### config.mk
export PLATFORM = sky130hd
export DESIGN_NAME = ssn_regs
export DESIGN_NICKNAME = d
export VERILOG_FILES = /design/src/hdl/ssn_pkg.sv /design/src/hdl/ssn_regs.sv
export SDC_FILE = /design/constraint.sdc
export NUM_CORES = 1
export LEC_CHECK = 0
export ABC_AREA = 1
export ABC_CLOCK_PERIOD_IN_PS = 1200
export BUFFER_PORTS_ARGS = -buffer_cell sky130_fd_sc_hd__buf_2
export CAP_MARGIN = 20
export CORE_ASPECT_RATIO = 2
export CORE_MARGIN = 3
export CORE_UTILIZATION = 40
export DETAILED_ROUTE_END_ITERATION = 10
export PLACE_DENSITY = 0.71
export SYNTH_ARGS = -nofsm -noshare
export SYNTH_HDL_FRONTEND = slang
export SYNTH_SLANG_ARGS = --single-unit
### constraint.sdc
create_clock -name aclk -period 1.2 [get_ports aclk]
set_input_delay 0.24 -clock aclk [delete_from_list [all_inputs] [get_ports aclk]]
set_output_delay 0.24 -clock aclk [all_outputs]
set_load 0.01 [all_outputs]
### src/hdl/ssn_pkg.sv
package ssn_pkg;
  // ------------------------------------------------------------------
  // Register indices (byte address is four times the index)
  // ------------------------------------------------------------------
  localparam int ADDR_W = 8;
  localparam logic [5:0] IDX_SRC_EN = 6'h15;
  localparam logic [5:0] IDX_RSVD = 6'h26;
  localparam logic [5:0] IDX_FLAGS = 6'h27;
  localparam logic [5:0] IDX_COND = 6'h28;
  localparam logic [5:0] IDX_BUF = 6'h29;
  localparam logic [5:0] IDX_ROW = 6'h2B;
  localparam logic [5:0] IDX_WLO = 6'h2C;
  localparam logic [5:0] IDX_WHI = 6'h2D;
  localparam logic [5:0] IDX_DSP = 6'h30;
  localparam logic [5:0] IDX_CMD = 6'h3E;
  localparam logic [5:0] IDX_TEST = 6'h3F;
  // ------------------------------------------------------------------
  // Field positions
  // ------------------------------------------------------------------
  localparam int EV_N = 5;
  localparam int EV_POR = 4;
  localparam int SRC_N = 4;
  localparam int ROW_PROG_EN = 6;
  localparam int CMD_READ = 0;
  localparam int CMD_PROG = 1;
  localparam int DSP_FLUSH = 2;
  localparam int DSP_SHDW_T = 3;
  localparam int DSP_FIFO_T = 4;
  localparam int DSP_SHDW_P = 5;
  localparam int DSP_FIFO_P = 6;
  localparam int DSP_OOR = 7;
  localparam logic [5:0] ROW_A = 6'h08;
  localparam logic [5:0] ROW_B = 6'h09;
  localparam logic [5:0] ROW_LO = 6'h1E;
  localparam logic [5:0] ROW_HI = 6'h22;
  // ------------------------------------------------------------------
  // Reset values, responses, timing
  // ------------------------------------------------------------------
  localparam logic [7:0] DSP_RST = 8'h03;
  localparam logic [1:0] RESP_OKAY = 2'h0;
  localparam logic [1:0] RESP_DECERR = 2'h3;
  localparam int CLK_NS = 4;
  localparam int READBACK_NS = 1000;
  localparam int READBACK_CYC = (READBACK_NS + CLK_NS - 1) / CLK_NS;

  typedef struct packed {
    logic aw_ok;
    logic [5:0] aw_idx;
    logic w_ok;
    logic [7:0] wdata;
    logic wen;
    logic bvalid;
    logic [1:0] bresp;
    logic rvalid;
    logic [5:0] ar_idx;
    logic [7:0] rdata;
    logic [1:0] rresp;
    logic [EV_N-1:0] flags;
    logic [SRC_N-1:0] src_en;
    logic nvm_err;
    logic cmd_err;
    logic ecc_fixed;
    logic crack_pass;
    logic crack_req;
    logic [6:0] row;
    logic [7:0] wlo;
    logic [7:0] whi;
    logic [7:0] dsp;
    logic cmd_go;
    logic cmd_prog;
    logic pop;
  } ssn_state_s;
endpackage

### src/hdl/ssn_regs.sv
// Decided for this implementation: the AXI4-Lite slave port.
module ssn_regs
  import ssn_pkg::*;
(
  input wire logic aclk,
  input wire logic aresetn,
  input wire logic awvalid,
  output logic awready,
  input wire logic [ADDR_W-1:0] awaddr,
  input wire logic [2:0] awprot,
  input wire logic wvalid,
  output logic wready,
  input wire logic [31:0] wdata,
  input wire logic [3:0] wstrb,
  output logic bvalid,
  input wire logic bready,
  output logic [1:0] bresp,
  input wire logic arvalid,
  output logic arready,
  input wire logic [ADDR_W-1:0] araddr,
  input wire logic [2:0] arprot,
  output logic rvalid,
  input wire logic rready,
  output logic [31:0] rdata,
  output logic [1:0] rresp,
  input wire logic [EV_N-1:0] event_pulse,
  output logic int_out,
  input wire logic core_ready,
  input wire logic nvm_idle,
  input wire logic nvm_done,
  input wire logic nvm_fault,
  input wire logic nvm_ecc_fixed,
  output logic nvm_cmd_go,
  output logic nvm_cmd_prog,
  output logic [5:0] nvm_row,
  output logic [15:0] nvm_word,
  input wire logic conv_busy,
  input wire logic meas_start,
  input wire logic deep_sleep,
  input wire logic forced_mode,
  output logic nvm_reload,
  output logic iir_flush,
  output logic [1:0] compensation_select,
  output logic shadow_filt_t,
  output logic shadow_filt_p,
  output logic buffer_filt_t,
  output logic buffer_filt_p,
  output logic range_filt_p,
  input wire logic [7:0] buffer_data,
  output logic buffer_pop,
  output logic crack_test_request,
  input wire logic crack_done,
  input wire logic crack_ok
);
  // ------------------------------------------------------------------
  // State
  // ------------------------------------------------------------------
  ssn_state_s s_r;
  ssn_state_s s_nxt;
  logic wr_go;
  logic rd_go;
  logic [5:0] rd_idx;
  logic row_ok;
  logic [7:0] wd;

  assign rd_idx = araddr[7:2];
  assign wd = s_r.wdata;
  // Rows that a program command may target
  assign row_ok = (s_r.row[5:0] == ROW_A) || (s_r.row[5:0] == ROW_B) ||
                  ((s_r.row[5:0] >= ROW_LO) && (s_r.row[5:0] <= ROW_HI));

  // ------------------------------------------------------------------
  // Next state
  // ------------------------------------------------------------------
  always_comb begin
    s_nxt = s_r;
    wr_go = s_r.aw_ok & s_r.w_ok & ~s_r.bvalid;
    rd_go = arvalid & ~s_r.rvalid;
    s_nxt.cmd_go = 1'b0;
    s_nxt.pop = 1'b0;
    if (awvalid & ~s_r.aw_ok) begin
      s_nxt.aw_ok = 1'b1;
      s_nxt.aw_idx = awaddr[7:2];
    end
    if (wvalid & ~s_r.w_ok) begin
      s_nxt.w_ok = 1'b1;
      s_nxt.wdata = wdata[7:0];
      s_nxt.wen = wstrb[0];
    end
    if (s_r.bvalid & bready) begin
      s_nxt.bvalid = 1'b0;
    end
    if (s_r.rvalid & rready) begin
      s_nxt.rvalid = 1'b0;
    end
    // Sticky events, clear on read of the event byte
    if (rd_go && rd_idx == IDX_FLAGS) begin
      s_nxt.flags = '0;
    end
    s_nxt.flags = s_nxt.flags | event_pulse;
    // Self-test outcome
    if (!s_r.crack_req) begin
      s_nxt.crack_pass = 1'b0;
    end else if (crack_done & crack_ok) begin
      s_nxt.crack_pass = 1'b1;
    end
    // Register writes
    if (wr_go) begin
      s_nxt.aw_ok = 1'b0;
      s_nxt.w_ok = 1'b0;
      s_nxt.bvalid = 1'b1;
      s_nxt.bresp = RESP_OKAY;
      case (s_r.aw_idx)
        IDX_SRC_EN: begin
          if (s_r.wen) begin
            s_nxt.src_en = wd[SRC_N-1:0];
          end
        end
        IDX_ROW: begin
          if (s_r.wen && !conv_busy) begin
            s_nxt.row = wd[6:0];
          end
        end
        IDX_WLO: begin
          if (s_r.wen && !conv_busy) begin
            s_nxt.wlo = wd;
          end
        end
        IDX_WHI: begin
          if (s_r.wen && !conv_busy) begin
            s_nxt.whi = wd;
          end
        end
        IDX_DSP: begin
          if (s_r.wen && !conv_busy) begin
            s_nxt.dsp = wd;
          end
        end
        IDX_CMD: begin
          if (s_r.wen && (wd[CMD_READ] | wd[CMD_PROG])) begin
            s_nxt.cmd_err = 1'b0;
            s_nxt.ecc_fixed = 1'b0;
            if (!nvm_idle) begin
              s_nxt.cmd_err = 1'b1;
            end else begin
              s_nxt.cmd_go = 1'b1;
              s_nxt.cmd_prog = wd[CMD_PROG];
              s_nxt.nvm_err = 1'b0;
              if (wd[CMD_PROG] && (!s_r.row[ROW_PROG_EN] || !row_ok)) begin
                s_nxt.cmd_err = 1'b1;
              end
            end
          end
        end
        IDX_TEST: begin
          if (s_r.wen) begin
            s_nxt.crack_req = wd[0];
          end
        end
        IDX_RSVD, IDX_FLAGS, IDX_COND, IDX_BUF: begin
          s_nxt.bresp = RESP_OKAY;
        end
        default: begin
          s_nxt.bresp = RESP_DECERR;
        end
      endcase
    end
    // Memory controller results, after the writes so a result beats a same-cycle command clear
    if (nvm_done) begin
      if (nvm_fault) begin
        s_nxt.nvm_err = 1'b1;
      end
      if (nvm_ecc_fixed) begin
        s_nxt.ecc_fixed = 1'b1;
      end
    end
    // Register reads
    if (rd_go) begin
      s_nxt.rvalid = 1'b1;
      s_nxt.ar_idx = rd_idx;
      s_nxt.rresp = RESP_OKAY;
      case (rd_idx)
        IDX_SRC_EN: s_nxt.rdata = {4'h0, s_r.src_en};
        IDX_RSVD: s_nxt.rdata = 8'h00;
        IDX_FLAGS: s_nxt.rdata = {3'h0, s_r.flags};
        IDX_COND: begin
          s_nxt.rdata = {s_r.crack_pass, 2'h0, s_r.ecc_fixed, s_r.cmd_err,
                         s_r.nvm_err, nvm_idle, core_ready};
        end
        IDX_BUF: begin
          s_nxt.rdata = buffer_data;
          s_nxt.pop = 1'b1;
        end
        IDX_ROW: s_nxt.rdata = {1'b0, s_r.row};
        IDX_WLO: s_nxt.rdata = s_r.wlo;
        IDX_WHI: s_nxt.rdata = s_r.whi;
        IDX_DSP: s_nxt.rdata = s_r.dsp;
        IDX_CMD: s_nxt.rdata = 8'h00;
        IDX_TEST: s_nxt.rdata = {7'h00, s_r.crack_req};
        default: begin
          s_nxt.rdata = 8'h00;
          s_nxt.rresp = RESP_DECERR;
        end
      endcase
    end
  end

  always_ff @(posedge aclk) begin
    if (!aresetn) begin
      s_r <= '0;
      s_r.dsp <= DSP_RST;
    end else begin
      s_r <= s_nxt;
    end
  end

  // ------------------------------------------------------------------
  // Outputs
  // ------------------------------------------------------------------
  assign awready = ~s_r.aw_ok;
  assign wready = ~s_r.w_ok;
  assign bvalid = s_r.bvalid;
  assign bresp = s_r.bresp;
  assign arready = ~s_r.rvalid;
  assign rvalid = s_r.rvalid;
  assign rdata = {24'h000000, s_r.rdata};
  assign rresp = s_r.rresp;
  assign int_out = |(s_r.flags & {1'b1, s_r.src_en});
  assign nvm_cmd_go = s_r.cmd_go;
  assign nvm_cmd_prog = s_r.cmd_prog;
  assign nvm_row = s_r.row[5:0];
  assign nvm_word = {s_r.whi, s_r.wlo};
  assign nvm_reload = meas_start & deep_sleep;
  assign iir_flush = meas_start & forced_mode & s_r.dsp[DSP_FLUSH];
  assign compensation_select = s_r.dsp[1:0];
  assign shadow_filt_t = s_r.dsp[DSP_SHDW_T];
  assign shadow_filt_p = s_r.dsp[DSP_SHDW_P];
  assign buffer_filt_t = s_r.dsp[DSP_FIFO_T];
  assign buffer_filt_p = s_r.dsp[DSP_FIFO_P];
  assign range_filt_p = s_r.dsp[DSP_OOR];
  assign buffer_pop = s_r.pop;
  assign crack_test_request = s_r.crack_req;
endmodule

==> flow_summary.toml, run 1 <==
[status]
outcome = "finished with violations"
failed_checks = "negative setup slack"

[routing]
drt_iter0_markers = 257
antenna_left = 0
viasPerCell = 4.97
finalWirelength_um = 13500
first_pass_iters = 4
dr_total_vias = 4277
drc_errors = 0
post_drt_wl_per_cell_um = 15.7

[global_routing]
grt_busiest_layer = "met2"
use_met2 = 0.442
grt_pass1_wl_um = 20500
grt_max_degree = 35
overflow = 0
antenna_found_initial = 0
grtUsageMet1 = 0.199
track_usage = 0.232
grt_pass1_vias = 4217
use_met3 = 0.0527

[worst_hold_path]
worstHoldStart = "event_pulse[1]"
hold_class = "input port to flop"

[final_layout]
final_common_cell = "nor2_1"
area_growth_pct = 37.5
fin_cells = 860
antenna-diode-count = 0
fillers = 912
drive_above_1_share = 0.393
nNetsFinal = 812
final_util = 0.568
final_cell_mix = "nor2_1 (109), buf_2 (102), nand2_1 (89)"

[timing]
grt_setup_unrepaired = "yes"
period_share = 1.23
layout_min_cycle_time_ns = 1.48
finalSetupViolCount = 42
setup_tns_ns = -9.37
layout_setup_ws_ns = -0.278
finalHoldViolCount = 0
clock_skew_ns = 0.00565
drv_slew = 0
fmax_ghz = 0.676

[cts]
clockBufferDepth = 2
cts_tree = "done"
cts_buffers = 9
cts-root-buf = "clkbuf_16"
clk_pin_slew_ns = 0.06
clock_sinks = 77
ctsHtreeMaxLevel = 3
clkLatencyLatePin_ns = 0.34

[setup_path]
crit_type = "flop to flop"
cp-startpoint = "s_r[84]"
startpoint_type = "flop"
cp.buffers_inverters = 2
worst-path-max-fanout = 5
crit_chain = "inv_2 -> nor3_4 -> nand2_2 -> nor2_4 -> buf_6 -> nand2_8 -> o21ai_2 -> nor2_1"
cpPeakStageDelay_ns = 0.33
r2r_start = "s_r[84]"
critical_path.top_delay_family = "simple AND/OR/NAND/NOR gates"
end_kind = "flop"
required_ns = 1.44
rrSetupSlack_ns = -0.28
crit_path_top_delay_cell = "dfxtp_2"
arrival_ns = 1.72

[placement]
port_buffers = 104
place_inst = 836
place.gp.congestion = 0.978
hpwlAfterDp_um = 10200
dp_slack_ns = -0.272

[floorplan]
die_width_um = 77.0
initial_utilization = 0.413
dieArea_um2 = 11400
die-height_um = 148
ios = 166
std_cell_rows = 51
coreArea_um2 = 9760

[synthesis]
synth-main-ff-cell = "dfxtp_1"
synth-async-reset-ratio = 0
ys_ff_latch = 77
synth_cell_types = 34
synth.area.top_cells = "dfxtp_1 (38%), nor2_1 (12%), buf_4 (11%)"
synth_area_leader_cell = "dfxtp_1"
ys_seq_area_frac = 0.382
syn_avg_cell_area_um2 = 6.90
syn_inst = 585
yosysWarnings = 0
syn-cell-area_um2 = 4040
synth_edf_count = 0
yosysTopAreaCellShare = 0.382

[job]
cap_violations = 0

[power_and_ir_drop]
vdd_drop_max_mv = 1.07
p_leak_nw = 2.68
powerDensity_nw_per_um2 = 1160
fin_total_pwr_mw = 6.45
[cell families (layout without fill, tap and decap cells)]
group	count (synthesis)	after routing	share of synthesized area
other	1	24	0.000929
DFF	77	77	0.382
buffers and inverters	117	236	0.167
and+or+nand+nor	290	291	0.322
AOI/OAI and AO/OA	100	100	0.128
[repair_timing]
item / CTS / global route
pin swaps: 21 / 24
hold buffers: 0 / 0
setup endpoints to repair: 50 / 54
resized for setup: 90 / 36
hold endpoints to repair: 0 / 0
setup buffers: 8 / 2
cloned: 1 / 0
[metrics by stage]
| step | cell area, um2 | hold slack (ns) |
|---|---|---|
| detailed placement | 4790 | 0.454 |
| global route | 5550 | 0.125 |
| floorplan | 4130 | 0.357 |
| CTS | 5430 | 0.111 |
| finish | 5550 | 0.113 |
| global placement | 4790 | 0.447 |
[layer usage]
metal  vias up  share of wire
li1       2092              -
met1      1963           0.32
met2       167           0.55
met3        55          0.056
met4         0          0.073
met5         -              0
[path summary, 6_finish.rpt]
kind	to	cells after the start
max	nvm_word[4]	8
min	s_r[44]	3
max reg2reg	nvm_word[4]	8
min reg2reg	rdata[5]	2
[power by group]
part / internal (mW) / switching (mW)
combinational: 0.325 / 0.457
clock: 1.87 / 1.07
sequential: 2.64 / 0.0932
total: 4.83 / 1.62
[synthesized netlist by cell type (2+ instances only)]
cell,instances
nand2_1,97
a21oi_1,33
o21a_1,2
buf_4,60
nor2_1,127
nor2_2,2
nand2_2,3
nor3_1,4
nor2_8,2
nand2_4,2
clkbuf_1,8
nand4_1,12
nand3_1,28
nor2_4,6
clkinv_2,3
dfxtp_1,77
inv_2,6
o21ai_1,2
o21ai_0,60
inv_1,37
[area by class of cell]
class | count | area (um2) | area share
Timing Repair Buffer | 173 | 1110 | 0.200
Tap cell | 132 | 165 | 0.0298
Clock inverter | 6 | 86.3 | 0.0156
Clock buffer | 10 | 239 | 0.0431
Sequential cell | 77 | 1560 | 0.281
Inverter | 47 | 203 | 0.0365
Multi-Input combinational cell | 415 | 2190 | 0.394
[sequential cells by signal, summed over array words and instances, names as in the netlist]
signal and count:
s_r 24, nvm_word 16, rdata 8, wd 8, nvm_row 6, compensation_select 2
bresp 1, buffer_filt_p 1, buffer_filt_t 1, buffer_pop 1, bvalid 1, crack_test_request 1
nvm_cmd_go 1, nvm_cmd_prog 1, range_filt_p 1, rresp 1, rvalid 1, shadow_filt_p 1
shadow_filt_t 1
[worst register-to-register path, stage by stage (launching register included)]
cell     delay (ns)
dfxtp_2        0.33
inv_2          0.05
nor3_4         0.19
nand2_2        0.13
nor2_4         0.21
buf_6          0.18
nand2_8        0.09
o21ai_2        0.15
nor2_1         0.05
No activity file was read; power rests on OpenSTA's default activity.
==> run 2: changes to the inputs <==
Settings changed: CORE_ASPECT_RATIO 2 to 0.9.
==> flow_summary.toml, run 2 (synthesized netlist as in run 1, its figures left out) <==
[worst_hold_path]
hold_class = "input port to flop"

[timing]
clock_skew_ns = 0.00878
drv_slew = 0
finalHoldViolCount = 0
period_share = 1.23
finalSetupViolCount = 42
fmax_ghz = 0.679
layout_min_cycle_time_ns = 1.47
layout_setup_ws_ns = -0.272
grt_setup_unrepaired = "yes"

[routing]
drt_iter0_markers = 253
drc_errors = 0
post_drt_wl_per_cell_um = 15.0
antenna_left = 0
dr_total_vias = 4229
first_pass_iters = 5
viasPerCell = 5.00
finalWirelength_um = 12700

[floorplan]
die_width_um = 112
coreArea_um2 = 9740
dieArea_um2 = 11300
std_cell_rows = 34
die-height_um = 101
initial_utilization = 0.414
ios = 166

[final_layout]
largest-register = "s_r"
antenna-diode-count = 0
area_growth_pct = 31.1
drive_above_1_share = 0.376
final_cell_mix = "nor2_1 (112), buf_2 (98), nand2_1 (91)"
fin_cells = 845
nNetsFinal = 803
largest_register_ffs = 24
final_common_cell = "nor2_1"

[status]
failed_checks = "negative setup slack"
outcome = "finished with violations"

[global_routing]
grt_pass1_wl_um = 19800
grt_pass1_vias = 4027
grt_max_degree = 41
antenna_found_initial = 0
track_usage = 0.219
overflow = 0

[cts]
hold_buffers = 0
clk_pin_slew_ns = 0.08
ctsHtreeMaxLevel = 3
cts-root-buf = "clkbuf_8"
clock_sinks = 77
clockBufferDepth = 2
cts_tree = "done"
cts_buffers = 9
clkLatencyLatePin_ns = 0.35

[setup_path]
end_kind = "flop"
worst-path-max-fanout = 8
arrival_ns = 1.72
required_ns = 1.44
crit_type = "flop to flop"
startpoint_type = "flop"

[placement]
place.gp.congestion = 0.925
hpwlAfterDp_um = 9590
port_buffers = 104
place_inst = 821
dp_slack_ns = -0.307

[power_and_ir_drop]
vdd_drop_max_mv = 0.630
p_leak_nw = 2.57
powerDensity_nw_per_um2 = 1030
fin_total_pwr_mw = 5.45

[job]
cap_violations = 0
run 2: power by group:
part	total (mW)	switching (mW)	internal [mW]
Sequential	2.72	0.0921	2.63
Clock	1.97	1.00	0.967
Combinational	0.757	0.441	0.316
Total	5.45	1.54	3.92
run 2: final cells by class:
class,instances,area [um2]
tap,126,158
fill,962,4450
multi-input combinational,415,2120
inverter,47,209
sequential,77,1560
timing repair buffer,164,1040
clock inverter,7,73.8
clock buffer,9,124
run 2: stage by stage:
step | instance area, um2 | setup TNS [ns] | hold WS [ns] | util
after floorplan | 4130 | -2.31 | 0.357 | -
after global placement | 4720 | -8.90 | 0.446 | 0.484
after global routing | 5290 | -12.92 | 0.108 | 0.543
after detailed placement | 4720 | -9.88 | 0.454 | 0.484
final | 5290 | -8.96 | 0.100 | 0.543
after CTS | 5160 | -7.14 | 0.0926 | 0.530
run 2: worst max-delay path, cell delays in order, from the launching register on:
cell,delay [ns]
dfxtp_2,0.34
inv_2,0.05
nor3_4,0.18
nand2_2,0.11
nor2_4,0.15
inv_2,0.05
nor2_4,0.20
clkinv_4,0.13
nor2_1,0.10
nor2_1,0.05
run 2: layer usage:
| layer | track usage | share of wire | up-vias | routed length [um] |
|---|---|---|---|---|
| met5 | 0 | 0 | - | 0 |
| met4 | 0.0636 | 0.022 | 0 | 282 |
| met3 | 0.0562 | 0.086 | 29 | 1090 |
| met2 | 0.382 | 0.49 | 194 | 6150 |
| met1 | 0.268 | 0.41 | 1942 | 5160 |
| li1 | - | - | 2064 | - |
run 2: final timing paths:
check,end,depth (start not counted),slack (ns),start
worst min-delay path,s_r[44],3,0.10,event_pulse[1]
worst min register to register,rdata[0],2,0.47,rdata[0]
worst max register to register,nvm_row[5],9,-0.27,s_r[84]
worst max-delay path,nvm_row[5],9,-0.27,s_r[84]
run 2: timing repair:
item	CTS	global route
resized for setup	75	43
cloned	1	0
setup endpoints to repair	54	67
buffers inserted	6	5
pin swaps	7	12
